<file path="src/async_timer_defs.svh">
// constants for the asynchronous timer register update block
`ifndef ASYNC_TIMER_DEFS_SVH
`define ASYNC_TIMER_DEFS_SVH

`define OFS_COUNTER 8'h00
`define OFS_COMPARE 8'h04
`define OFS_CONTROL 8'h08
`define OFS_STATUS 8'h0C
`define OFS_FLAGS 8'h10

`define BIT_CONTROL_BUSY 0
`define BIT_COMPARE_BUSY 1
`define BIT_COUNTER_BUSY 2
`define BIT_CLOCK_SELECT 3
`define BIT_COMPARE_FLAG 0
`define BIT_OVERFLOW_FLAG 1
`define BIT_COMPARE_IRQ_EN 4
`define BIT_OVERFLOW_IRQ_EN 5

`define RESET_BYTE 8'h00
`define COUNT_TOP 8'hFF
`define TRANSFER_EDGES 2'h2
`define DONE_SYNC_STAGES 2
`define FLAG_SYNC_STAGES 3

`define OUT_TOGGLE 2'h1
`define OUT_CLEAR 2'h2
`define OUT_SET 2'h3

`endif

</file>
<file path="src/async_timer_pkg.sv">
// types shared by the asynchronous timer register update block
package async_timer_pkg;

    typedef struct packed {
        logic psel;
        logic penable;
        logic pwrite;
        logic [7:0] paddr;
        logic [31:0] pwdata;
    } apb_req_t;

    typedef struct packed {
        logic [1:0] spare;
        logic [1:0] out_mode;
        logic clear_on_match;
        logic [2:0] clk_sel;
    } timer_ctrl_t;

    typedef enum logic [1:0] {
        wake_awake,
        wake_sleeping,
        wake_pending,
        wake_rearm
    } wake_state_t;

endpackage : async_timer_pkg

</file>
<file path="src/async_timer.sv">
// asynchronous 8-bit timer with shadowed register updates behind apb
`timescale 1ns/1ps
module async_timer
(
    // clock and reset
    input wire logic clk,
    input wire logic nrst,
    // apb slave
    input async_timer_pkg::apb_req_t apb,
    output logic [31:0] prdata,
    output logic pready,
    output logic pslverr,
    // oscillator pin and sleep state
    input wire logic timer_osc_input,
    input wire logic sleep_save,
    input wire logic sleep_down,
    // timer outputs
    output logic compare_pin,
    output logic compare_flag,
    output logic overflow_flag,
    output logic wake_request
);
    import async_timer_pkg::*;
    `include "async_timer_defs.svh"

    logic osc_meta, osc_sync, osc_last;
    logic async_clock_select, next_async_clock_select;
    logic osc_tick, count_en, setup, access, wr_en;
    logic [7:0] async_counter_value, next_counter;
    logic [7:0] async_compare_value, next_compare;
    timer_ctrl_t async_timer_control, next_control;
    logic [2:0] slot_write, slot_load, slot_busy;
    logic [7:0] slot_hold [3];
    logic match_evt, ovf_evt, next_match_evt, next_ovf_evt;
    logic next_compare_pin;
    logic [`FLAG_SYNC_STAGES-1:0] match_pipe, ovf_pipe;
    logic next_compare_flag, next_overflow_flag;
    logic compare_irq_enable, overflow_irq_enable, next_cie, next_oie;
    logic [7:0] async_timer_status;
    logic [31:0] next_prdata;
    logic next_pslverr, bad_addr;
    wake_state_t wake_state, next_wake_state;
    logic next_wake_request, irq_cond;

    function automatic logic addr_known(input logic [7:0] a);
        addr_known = (a == `OFS_COUNTER) || (a == `OFS_COMPARE) || (a == `OFS_CONTROL)
            || (a == `OFS_STATUS) || (a == `OFS_FLAGS);
    endfunction : addr_known

    // oscillator pin: two stages before anything looks at it
    always_ff @(posedge clk)
    begin
        if (!nrst)
        begin
            osc_meta <= 1'b0;
            osc_sync <= 1'b0;
            osc_last <= 1'b0;
        end
        else
        begin
            osc_meta <= timer_osc_input;
            osc_sync <= osc_meta;
            osc_last <= osc_sync;
        end
    end

    // power-down stops the oscillator, so no ticks arrive; contents then count as lost
    assign osc_tick = !sleep_down && (async_clock_select ? (osc_sync && !osc_last) : 1'b1);

    // apb decode: setup cycle prepares read data, access completes in one cycle
    assign setup = apb.psel && !apb.penable;
    assign access = apb.psel && apb.penable;
    assign pready = access;
    assign wr_en = access && apb.pwrite && addr_known(apb.paddr);
    assign bad_addr = !addr_known(apb.paddr);

    assign slot_write[0] = wr_en && (apb.paddr == `OFS_COUNTER);
    assign slot_write[1] = wr_en && (apb.paddr == `OFS_COMPARE);
    assign slot_write[2] = wr_en && (apb.paddr == `OFS_CONTROL);

    genvar gi;
    generate
        for (gi = 0; gi < 3; gi++)
        begin : g_slot
            update_slot u_slot
            (
                .clk(clk),
                .nrst(nrst),
                .write(slot_write[gi]),
                .wdata(apb.pwdata[7:0]),
                .async_mode(async_clock_select),
                .osc_tick(osc_tick),
                .hold(slot_hold[gi]),
                .load(slot_load[gi]),
                .busy(slot_busy[gi])
            );
        end
    endgenerate

    assign async_timer_status = {4'h0, async_clock_select, slot_busy[0], slot_busy[1],
        slot_busy[2]};

    always_comb
    begin
        next_prdata = prdata;
        next_pslverr = pslverr;
        if (setup)
        begin
            next_pslverr = bad_addr;
            next_prdata = 32'h0000_0000;
            if (apb.paddr == `OFS_COUNTER)
                next_prdata[7:0] = async_counter_value;
            else if (apb.paddr == `OFS_COMPARE)
                next_prdata[7:0] = slot_hold[1];
            else if (apb.paddr == `OFS_CONTROL)
                next_prdata[7:0] = slot_hold[2];
            else if (apb.paddr == `OFS_STATUS)
                next_prdata[7:0] = async_timer_status;
            else if (apb.paddr == `OFS_FLAGS)
            begin
                next_prdata[`BIT_COMPARE_FLAG] = compare_flag;
                next_prdata[`BIT_OVERFLOW_FLAG] = overflow_flag;
                next_prdata[`BIT_COMPARE_IRQ_EN] = compare_irq_enable;
                next_prdata[`BIT_OVERFLOW_IRQ_EN] = overflow_irq_enable;
            end
        end
    end

    tick_prescaler u_prescaler
    (
        .clk(clk),
        .nrst(nrst),
        .tick(osc_tick),
        .clk_sel(async_timer_control.clk_sel),
        .count_en(count_en)
    );

    // timer core: counts on prescaled ticks, destinations load from holding registers
    always_comb
    begin
        next_counter = async_counter_value;
        next_compare = async_compare_value;
        next_control = async_timer_control;
        next_compare_pin = compare_pin;
        next_match_evt = 1'b0;
        next_ovf_evt = 1'b0;
        next_async_clock_select = async_clock_select;
        // only the select bit is writable; busy positions ignore writes
        if (wr_en && apb.paddr == `OFS_STATUS)
            next_async_clock_select = apb.pwdata[`BIT_CLOCK_SELECT];
        if (count_en)
        begin
            next_counter = async_counter_value + 8'h01;
            if (async_counter_value == `COUNT_TOP)
                next_ovf_evt = 1'b1;
            // a pending counter or compare update blocks the match
            if (async_counter_value == async_compare_value && !slot_busy[0] && !slot_busy[1])
            begin
                next_match_evt = 1'b1;
                if (async_timer_control.clear_on_match)
                    next_counter = `RESET_BYTE;
                case (async_timer_control.out_mode)
                    `OUT_TOGGLE: next_compare_pin = !compare_pin;
                    `OUT_CLEAR: next_compare_pin = 1'b0;
                    `OUT_SET: next_compare_pin = 1'b1;
                    default: next_compare_pin = compare_pin;
                endcase
            end
        end
        if (slot_load[0])
            next_counter = slot_hold[0];
        if (slot_load[1])
            next_compare = slot_hold[1];
        if (slot_load[2])
            next_control = timer_ctrl_t'(slot_hold[2]);
    end

    // event flags cross in three cycles; a new event beats a clear in the same cycle
    always_comb
    begin
        next_compare_flag = compare_flag;
        next_overflow_flag = overflow_flag;
        next_cie = compare_irq_enable;
        next_oie = overflow_irq_enable;
        if (wr_en && apb.paddr == `OFS_FLAGS)
        begin
            if (apb.pwdata[`BIT_COMPARE_FLAG])
                next_compare_flag = 1'b0;
            if (apb.pwdata[`BIT_OVERFLOW_FLAG])
                next_overflow_flag = 1'b0;
            next_cie = apb.pwdata[`BIT_COMPARE_IRQ_EN];
            next_oie = apb.pwdata[`BIT_OVERFLOW_IRQ_EN];
        end
        if (match_pipe[`FLAG_SYNC_STAGES-1])
            next_compare_flag = 1'b1;
        if (ovf_pipe[`FLAG_SYNC_STAGES-1])
            next_overflow_flag = 1'b1;
    end

    assign irq_cond = (match_evt && compare_irq_enable) || (ovf_evt && overflow_irq_enable);

    // wake sequencing: start on the next tick, then wait one tick to rearm
    always_comb
    begin
        next_wake_state = wake_state;
        next_wake_request = 1'b0;
        case (wake_state)
            wake_awake:
                if (sleep_save)
                    next_wake_state = wake_sleeping;
            wake_sleeping:
                if (!sleep_save)
                    next_wake_state = wake_awake;
                else if (irq_cond)
                    next_wake_state = wake_pending;
            wake_pending:
                if (osc_tick)
                begin
                    next_wake_request = 1'b1;
                    next_wake_state = wake_rearm;
                end
            wake_rearm:
                if (osc_tick)
                    next_wake_state = wake_awake;
            default:
                next_wake_state = wake_awake;
        endcase
    end

    always_ff @(posedge clk)
    begin
        if (!nrst)
        begin
            prdata <= 32'h0000_0000;
            pslverr <= 1'b0;
            async_counter_value <= `RESET_BYTE;
            async_compare_value <= `RESET_BYTE;
            async_timer_control <= timer_ctrl_t'(`RESET_BYTE);
            async_clock_select <= 1'b0;
            compare_pin <= 1'b0;
            match_evt <= 1'b0;
            ovf_evt <= 1'b0;
            match_pipe <= '0;
            ovf_pipe <= '0;
            compare_flag <= 1'b0;
            overflow_flag <= 1'b0;
            compare_irq_enable <= 1'b0;
            overflow_irq_enable <= 1'b0;
            wake_state <= wake_awake;
            wake_request <= 1'b0;
        end
        else
        begin
            prdata <= next_prdata;
            pslverr <= next_pslverr;
            async_counter_value <= next_counter;
            async_compare_value <= next_compare;
            async_timer_control <= next_control;
            async_clock_select <= next_async_clock_select;
            compare_pin <= next_compare_pin;
            match_evt <= next_match_evt;
            ovf_evt <= next_ovf_evt;
            // pipes start on the timer tick itself so flags land three cycles after the event
            match_pipe <= {match_pipe[`FLAG_SYNC_STAGES-2:0], next_match_evt};
            ovf_pipe <= {ovf_pipe[`FLAG_SYNC_STAGES-2:0], next_ovf_evt};
            compare_flag <= next_compare_flag;
            overflow_flag <= next_overflow_flag;
            compare_irq_enable <= next_cie;
            overflow_irq_enable <= next_oie;
            wake_state <= next_wake_state;
            wake_request <= next_wake_request;
        end
    end
endmodule : async_timer

</file>
<file path="src/tick_prescaler.sv">
// divides timer clock ticks into counting enables
`timescale 1ns/1ps
module tick_prescaler
(
    // clock and reset
    input wire logic clk,
    input wire logic nrst,
    // tick in, enable out
    input wire logic tick,
    input wire logic [2:0] clk_sel,
    output logic count_en
);
    import async_timer_pkg::*;

    logic [9:0] div, next_div;

    function automatic logic div_hit(input logic [2:0] sel, input logic [9:0] d);
        case (sel)
            3'h1: div_hit = 1'b1;
            3'h2: div_hit = (d[2:0] == 3'h7);
            3'h3: div_hit = (d[4:0] == 5'h1F);
            3'h4: div_hit = (d[5:0] == 6'h3F);
            3'h5: div_hit = (d[6:0] == 7'h7F);
            3'h6: div_hit = (d[7:0] == 8'hFF);
            3'h7: div_hit = (d == 10'h3FF);
            default: div_hit = 1'b0;
        endcase
    endfunction : div_hit

    always_comb
    begin
        next_div = div;
        if (clk_sel == 3'h0)
            next_div = 10'h000;
        else if (tick)
            next_div = div + 10'h001;
    end

    assign count_en = tick && div_hit(clk_sel, div);

    always_ff @(posedge clk)
    begin
        if (!nrst)
            div <= 10'h000;
        else
            div <= next_div;
    end

endmodule : tick_prescaler

</file>
<file path="src/update_slot.sv">
// holding register, transfer counter and busy flag for one timer register
`timescale 1ns/1ps
module update_slot
(
    // clock and reset
    input wire logic clk,
    input wire logic nrst,
    // cpu side
    input wire logic write,
    input wire logic [7:0] wdata,
    input wire logic async_mode,
    // timer side
    input wire logic osc_tick,
    output logic [7:0] hold,
    output logic load,
    output logic busy
);
    import async_timer_pkg::*;
    `include "async_timer_defs.svh"

    logic pend, next_pend, next_load, next_busy;
    logic [1:0] edges, next_edges;
    logic [7:0] next_hold;
    logic [`DONE_SYNC_STAGES-1:0] done_sync, next_done_sync;

    always_comb
    begin
        next_hold = hold;
        next_pend = pend;
        next_edges = edges;
        next_load = 1'b0;
        next_busy = busy;
        next_done_sync = {done_sync[`DONE_SYNC_STAGES-2:0], 1'b0};
        if (pend && osc_tick)
        begin
            next_edges = edges + 2'h1;
            if (edges + 2'h1 == `TRANSFER_EDGES)
            begin
                next_load = 1'b1;
                next_pend = 1'b0;
                next_done_sync[0] = 1'b1;
            end
        end
        // completion leaves through a short synchroniser before busy drops
        if (done_sync[`DONE_SYNC_STAGES-1])
            next_busy = 1'b0;
        if (write)
        begin
            next_hold = wdata;
            next_edges = 2'h0;
            next_done_sync = '0;
            if (async_mode)
            begin
                next_pend = 1'b1;
                next_busy = 1'b1;
                next_load = 1'b0;
            end
            else
            begin
                next_pend = 1'b0;
                next_load = 1'b1;
            end
        end
    end

    always_ff @(posedge clk)
    begin
        if (!nrst)
        begin
            hold <= `RESET_BYTE;
            pend <= 1'b0;
            edges <= 2'h0;
            load <= 1'b0;
            busy <= 1'b0;
            done_sync <= '0;
        end
        else
        begin
            hold <= next_hold;
            pend <= next_pend;
            edges <= next_edges;
            load <= next_load;
            busy <= next_busy;
            done_sync <= next_done_sync;
        end
    end

endmodule : update_slot
</file>
<file path="config.mk">
export PLATFORM = sky130hd
export DESIGN_NAME = async_timer
export DESIGN_NICKNAME = d
export VERILOG_FILES = /design/src/async_timer_pkg.sv /design/src/async_timer.sv /design/src/tick_prescaler.sv /design/src/update_slot.sv
export VERILOG_INCLUDE_DIRS = /design/src
export SDC_FILE = /design/constraint.sdc
export NUM_CORES = 1
export LEC_CHECK = 0
export BUFFER_PORTS_ARGS = -buffer_cell sky130_fd_sc_hd__buf_2
export CAP_MARGIN = 20
export CORE_ASPECT_RATIO = 1.4
export CORE_MARGIN = 10
export CORE_UTILIZATION = 50
export CTS_CLUSTER_DIAMETER = 60
export DETAILED_ROUTE_END_ITERATION = 8
export PLACE_DENSITY = 0.8
export SYNTH_ARGS = -nofsm -noshare
export SYNTH_HDL_FRONTEND = slang
export SYNTH_SLANG_ARGS = --single-unit
export TNS_END_PERCENT = 50
</file>
<file path="constraint.sdc">
create_clock -name clk -period 2.2 [get_ports clk]
set_input_delay 0.22 -clock clk [delete_from_list [all_inputs] [get_ports clk]]
set_output_delay 0.22 -clock clk [all_outputs]
set_load 0.02 [all_outputs]
</file>
Yosys cells after proc, flatten, opt, wreduce, memory -nomap -nowiden
Cells that the tools add are included.

Reduce and logical (&&, ||, !) cells: 58. Equality and inequality tests: 32. Bitwise gates (word level): 1. Multiplexer cells: 61. Add/sub/neg operators: 5.

Operators by type and width (number): $mux 8 (7); $mux 1 (41); $reduce_bool 2->1 (11); $mux 2 (10); $logic_and 1x1->1 (19); $eq 8x4->1 const B (2); $eq 8x8->1 const B (2); $eq 3x3->1 const B (5); $eq 2x2->1 const B (7); $reduce_and 2->1 (6); $add 10x1->10 const B (1); $eq 10x10->1 const B (1); $add 8x1->8 const B (1); $eq 8x3->1 const B (1); $eq 8x5->1 const B (1); $eq 8x8->1 (1); $logic_not 8->1 (1); $pmux 2 s4 (1); $reduce_or 2->1 (4); $eq 7x7->1 const B (1); $logic_not 1->1 (7); $pmux 1 s7 (1); $add 2x1->2 const B (3); $eq 3x2->1 const B (2); other kinds (15) (21).

Flip-flop bits (word level): 106. Logic and storage cells: 198. Input bits: 48. Output and inout bits: 38.

Depth between registers and ports, before layout
Word-level depth: 9. Gate-level depth with buffers: 9. Mapped depth without buffers: 8.

By module
A second synthesis with hierarchy kept.

Cells, all modules: 513. Area total of the unflattened synthesis: 4943.5 um2.

By module, submodules not included: async_timer (seq. area each 980.9 um2, times used 1, cells each 297, area each 2667.6 um2); update_slot (seq. area each 300.3 um2, times used 3, cells each 53, area each 575.6 um2); tick_prescaler (seq. area each 200.2 um2, times used 1, cells each 57, area each 549.3 um2).

Worst setup path before layout
No wires, ideal clock.

Kind: input port to flip-flop. From: input port apb[39] (netlist name). To: register g_slot[0].u_slot.done_sync[1]. Stages: 6. Setup slack: 159 ps. Data required time: 2084 ps. Path buffers: 2. Setup time: 116 ps. Data arrival time: 1926 ps. Path through: or4_4 or4b_1 buf_2 or2_4 buf_6 and3_1.

Word-level cells in the longest chain between the ends: 8. Elaborated cells between the ends (all ways): 12. Classes of those cells: eq/ne (4); reduce/logical (8).

RTL lines: start, declared (line async_timer.sv:9) `input async_timer_pkg::apb_req_t apb,`; $eq 8x3->1 (no source line) or $logic_not 8->1 (tied branches); $logic_or 1x1->1 (4 in a row) (line async_timer.sv:46) `` addr_known = (a == `OFS_COUNTER) || (a == `OFS_COMPARE) || (a == `OFS_CONTROL) ``; $logic_and 1x1->1 (line async_timer.sv:74) `assign wr_en = access && apb.pwrite && addr_known(apb.paddr);`; $logic_and 1x1->1 (*) (line async_timer.sv:77) `` assign slot_write[0] = wr_en && (apb.paddr == `OFS_COUNTER); ``; $reduce_or 2->1 (no source line) (*); end signal, assigned (line update_slot.sv:84) `done_sync <= next_done_sync;`; end, declared (line update_slot.sv:24) `` logic [`DONE_SYNC_STAGES-1:0] done_sync, next_done_sync; ``.

Mark *: on every way between the ends. The rest lies on a longest branch, timed or not. A chain may end at the register's enable or synchronous reset.

Final worst setup path
From: register u_prescaler.div[0]. To: register compare_pin.

Word-level cells in the longest chain between the ends: 4. Elaborated cells between the ends (all ways): 9. Classes of those cells: eq/ne (6); mux (1); reduce/logical (2).

RTL lines: start, declared (line tick_prescaler.sv:15) `logic [9:0] div, next_div;`; start signal, assigned (line tick_prescaler.sv:46) `div <= next_div;`; $eq 10x10->1 (tied with other cells) (line tick_prescaler.sv:25) `3'h7: div_hit = (d == 10'h3FF);`; $pmux 1 s7 (*) (line tick_prescaler.sv:18) `case (sel)`; $logic_and 1x1->1 (*) (line tick_prescaler.sv:39) `assign count_en = tick && div_hit(clk_sel, div);`; $reduce_and 3->1 (no source line) (*); end signal, assigned (line async_timer.sv:260) `compare_pin <= next_compare_pin;`; end, declared (line async_timer.sv:18) `output logic compare_pin,`.

Marked as above.

==> summary.md <==
| Metric | Value |
|---|---|
| Outcome | `finished, final reports clean` |
| Ports | `86` |
| Worst Hold Endpoint | `osc_meta` |
| Row Count | `41` |
| DP Worst Slack | `-0.0164 ns` |
| Fraction of registers with async set/reset | `0` |
| Global-route wire length before repair | `19000 um` |
| Synth Instances | `547` |
| Hold Slack | `0.0753 ns` |
| Core region area | `0.00913 mm^2` |
| GPL Wtd Cong | `0.934` |
| Post-CTS setup buffers | `0` |
| 1st-iter DRT viols | `469` |
| Fillers | `794` |
| Layout cells sized above 1 | `0.151` |
| Worst Path Arrival | `2.30 ns` |
| Mapped Area | `0.00471 mm^2` |
| Hold path cells | `2` |
| CTS Sinks | `104` |
| Max Clock Skew | `0.0118 ns` |
| Detailed Route WL | `11900 um` |
| Peak fanout along the critical path | `11` |
| Final setup margin | `0.199 ns` |
| Least-Margin Pin Slew | `0.705 ns` |
| Post-cts hold buffer count | `0` |
| GRT overflow | `0` |
| R2R depth | `7` |
| Width of the die | `102 um` |
| Final Cycle Share | `0.909` |
| Vias in the first global route | `3882` |
| Maximum vdd drop | `0.000574 V` |
| Detail-routed via count per cell | `5.78` |
| Ys Warns | `0` |
| Largest area contributor in the netlist | `dfxtp_1` |
| Yosys top cell area share | `0.442` |
| Htree depth | `3` |
| Top post-synthesis cells by area | `dfxtp_1 44%, mux2i_1 5.7%, a21oi_1 5.3%` |
| Die Y | `135 um` |
| Antenna violations before repair | `0` |
| Reg-to-reg endpoint | `compare_pin` |
| Total power | `0.00396 W` |
| Worst setup EP type | `register` |
| Total track usage | `0.176` |
| DRT Pass-1 Iters | `6` |
| Number of synthesized flops with an enable pin | `0` |
| Unique masters post-synth | `53` |
| Hold Crit Class | `in2reg` |
| CTS tree | `yes` |
| Routed Antenna Nets | `0` |
| Worst-Skew Late Latency | `0.36 ns` |
| Ant diodes | `0` |
| Crit path required time | `2.50 ns` |
| IO buf count | `37` |
| Nets@finish | `640` |
| DR DRC count | `0` |
| Starting Density | `0.515` |
| Clk pin slew, worst setup/hold paths | `0.07 ns` |
| CTS Root Cell | `clkbuf_16` |
| WL per Instance | `17.0 um` |
| Reg2reg start | `u_prescaler.div[0]` |
| Worst R2R Setup Slack | `0.20 ns` |
| #FFs+latches synth | `104` |
| Startpoint type of the worst setup path | `register` |
| P_leak | `2.05 nW` |
| Die Footprint | `0.0137 mm^2` |
| Largest net degree at the start of global routing | `36` |
| Pwr dens | `745 mW/mm^2` |
| Most common library cells after synthesis | `104 x dfxtp_1, 65 x nand2_1, 51 x nor2_1` |
| Hold path start | `timer_osc_input` |
| RSZ-0062 raised after global routing | `false` |
| Final Setup Violations | `0` |
| Clock tree buffer depth | `2` |
| Slew headroom | `0.518` |
| DP HPWL | `8620 um` |
| Max Cap Viol | `0` |
| Worst setup path class | `reg2reg` |
| Seq/Total Area, Yosys | `0.442` |
| Max Clk Rate | `500 MHz` |
| Syn avg cell area | `8.61 um^2` |
| Vias | `4031` |
| Main synth FF type | `dfxtp_1` |
| Area Overhead vs Synth | `12.9%` |
| TritonCTS Buffers | `9` |
| Fin. Hold Viols | `0` |
| Pins over their slew limit | `0` |
| Most frequent cell after synthesis | `dfxtp_1` |
| Fin crit period | `2.00 ns` |
where the power goes:
part           internal, W  total (W)  switching [W]  leakage [nW]
Combinational    0.0000540   0.000202       0.000148          1.04
Clock              0.00117    0.00186       0.000690         0.172
Sequential         0.00189    0.00190     0.00000882         0.839
Total              0.00312    0.00396       0.000847          2.05
layout by cell type (no fill, tap or decap), drive strengths merged, types with 9 or more instances in the layout:
cell	instances
buf	59
a21oi	50
xnor2	10
nor2	51
mux2i	27
nor3	15
conb	24
clkbuf	11
xor2	9
nand2	65
nand3	42
and2	9
dfxtp	104
inv	12
final cells by class:
type | count | area, um^2 | area share
multi-input combinational | 399 | 2350 | 0.442
sequential | 104 | 2080 | 0.392
timing repair buffer | 59 | 348 | 0.0654
clock buffer | 11 | 253 | 0.0475
tap | 107 | 134 | 0.0252
clock inverter | 5 | 103 | 0.0193
inverter | 12 | 45.0 | 0.00847
critical path, cell delays in order, from the launching register on:
cell	delay [ns]
dfxtp_1	0.37
ha_1	0.22
nand3_1	0.13
a2111oi_2	0.41
o221ai_1	0.22
buf_4	0.23
o31ai_1	0.24
nand2b_1	0.13
per-stage QoR:
step | instance area (um^2) | setup TNS, ns | util | cells
global placement | 4940 | 0 | 0.541 | 680
finish | 5320 | 0 | 0.582 | 697
CTS | 5290 | 0 | 0.580 | 696
detailed placement | 4940 | -0.0164 | 0.541 | 680
floorplan | 4790 | 0 | - | 570
global route | 5320 | 0 | 0.582 | 697
logic make-up after synthesis:
family / after synthesis / share of synthesized area
xor+xnor: 19 / 0.0354
flops: 104 / 0.442
simple gates: 220 / 0.221
compound gates: 98 / 0.129
fa+ha+maj: 7 / 0.0186
buf+inv: 67 / 0.0816
other cells: 1 / 0.000797
mux: 31 / 0.0718
routing by layer:
metal	global-route usage	up-vias	wire length [um]
met5	0	-	0
met2	0.312	181	6180
met3	0.0393	43	754
li1	-	1926	-
met1	0.179	1881	4420
met4	0.111	0	495
state kept, by name, summed over array words and instances (netlist names), 3 cells and up, named ones only:
name / flops
async_timer_control: 6
ovf_pipe: 3
u_prescaler.div: 10
async_counter_value: 8
async_compare_value: 8
match_pipe: 3
g_slot.u_slot.done_sync: 6
g_slot.u_slot.pend: 3
prdata: 8
g_slot.u_slot.busy: 3
g_slot.u_slot.load: 3
g_slot.u_slot.edges: 6
g_slot.u_slot.hold: 24
how the worst max path moves through the flow:
stage | from | endpoint | slack (ns) | cells after the start
floorplan | apb[39] | g_slot[0].u_slot.done_sync[1] | 0.16 | 6
global placement | u_prescaler.div[0] | match_pipe[0] | 0.07 | 7
detailed placement | u_prescaler.div[0] | match_pipe[0] | -0.02 | 7
CTS | u_prescaler.div[0] | match_pipe[0] | 0.02 | 7
global route | u_prescaler.div[0] | compare_pin | 0.07 | 7
finish | u_prescaler.div[0] | compare_pin | 0.20 | 7
repair_timing:
| item | in CTS | in global routing |
|---|---|---|
| cloned | 0 | 0 |
| resized for setup | 1 | 3 |
| endpoints found under the hold margin | 0 | 0 |
| setup endpoints to repair | 1 | 4 |
Note: power is estimated with default switching activity, not from simulation.
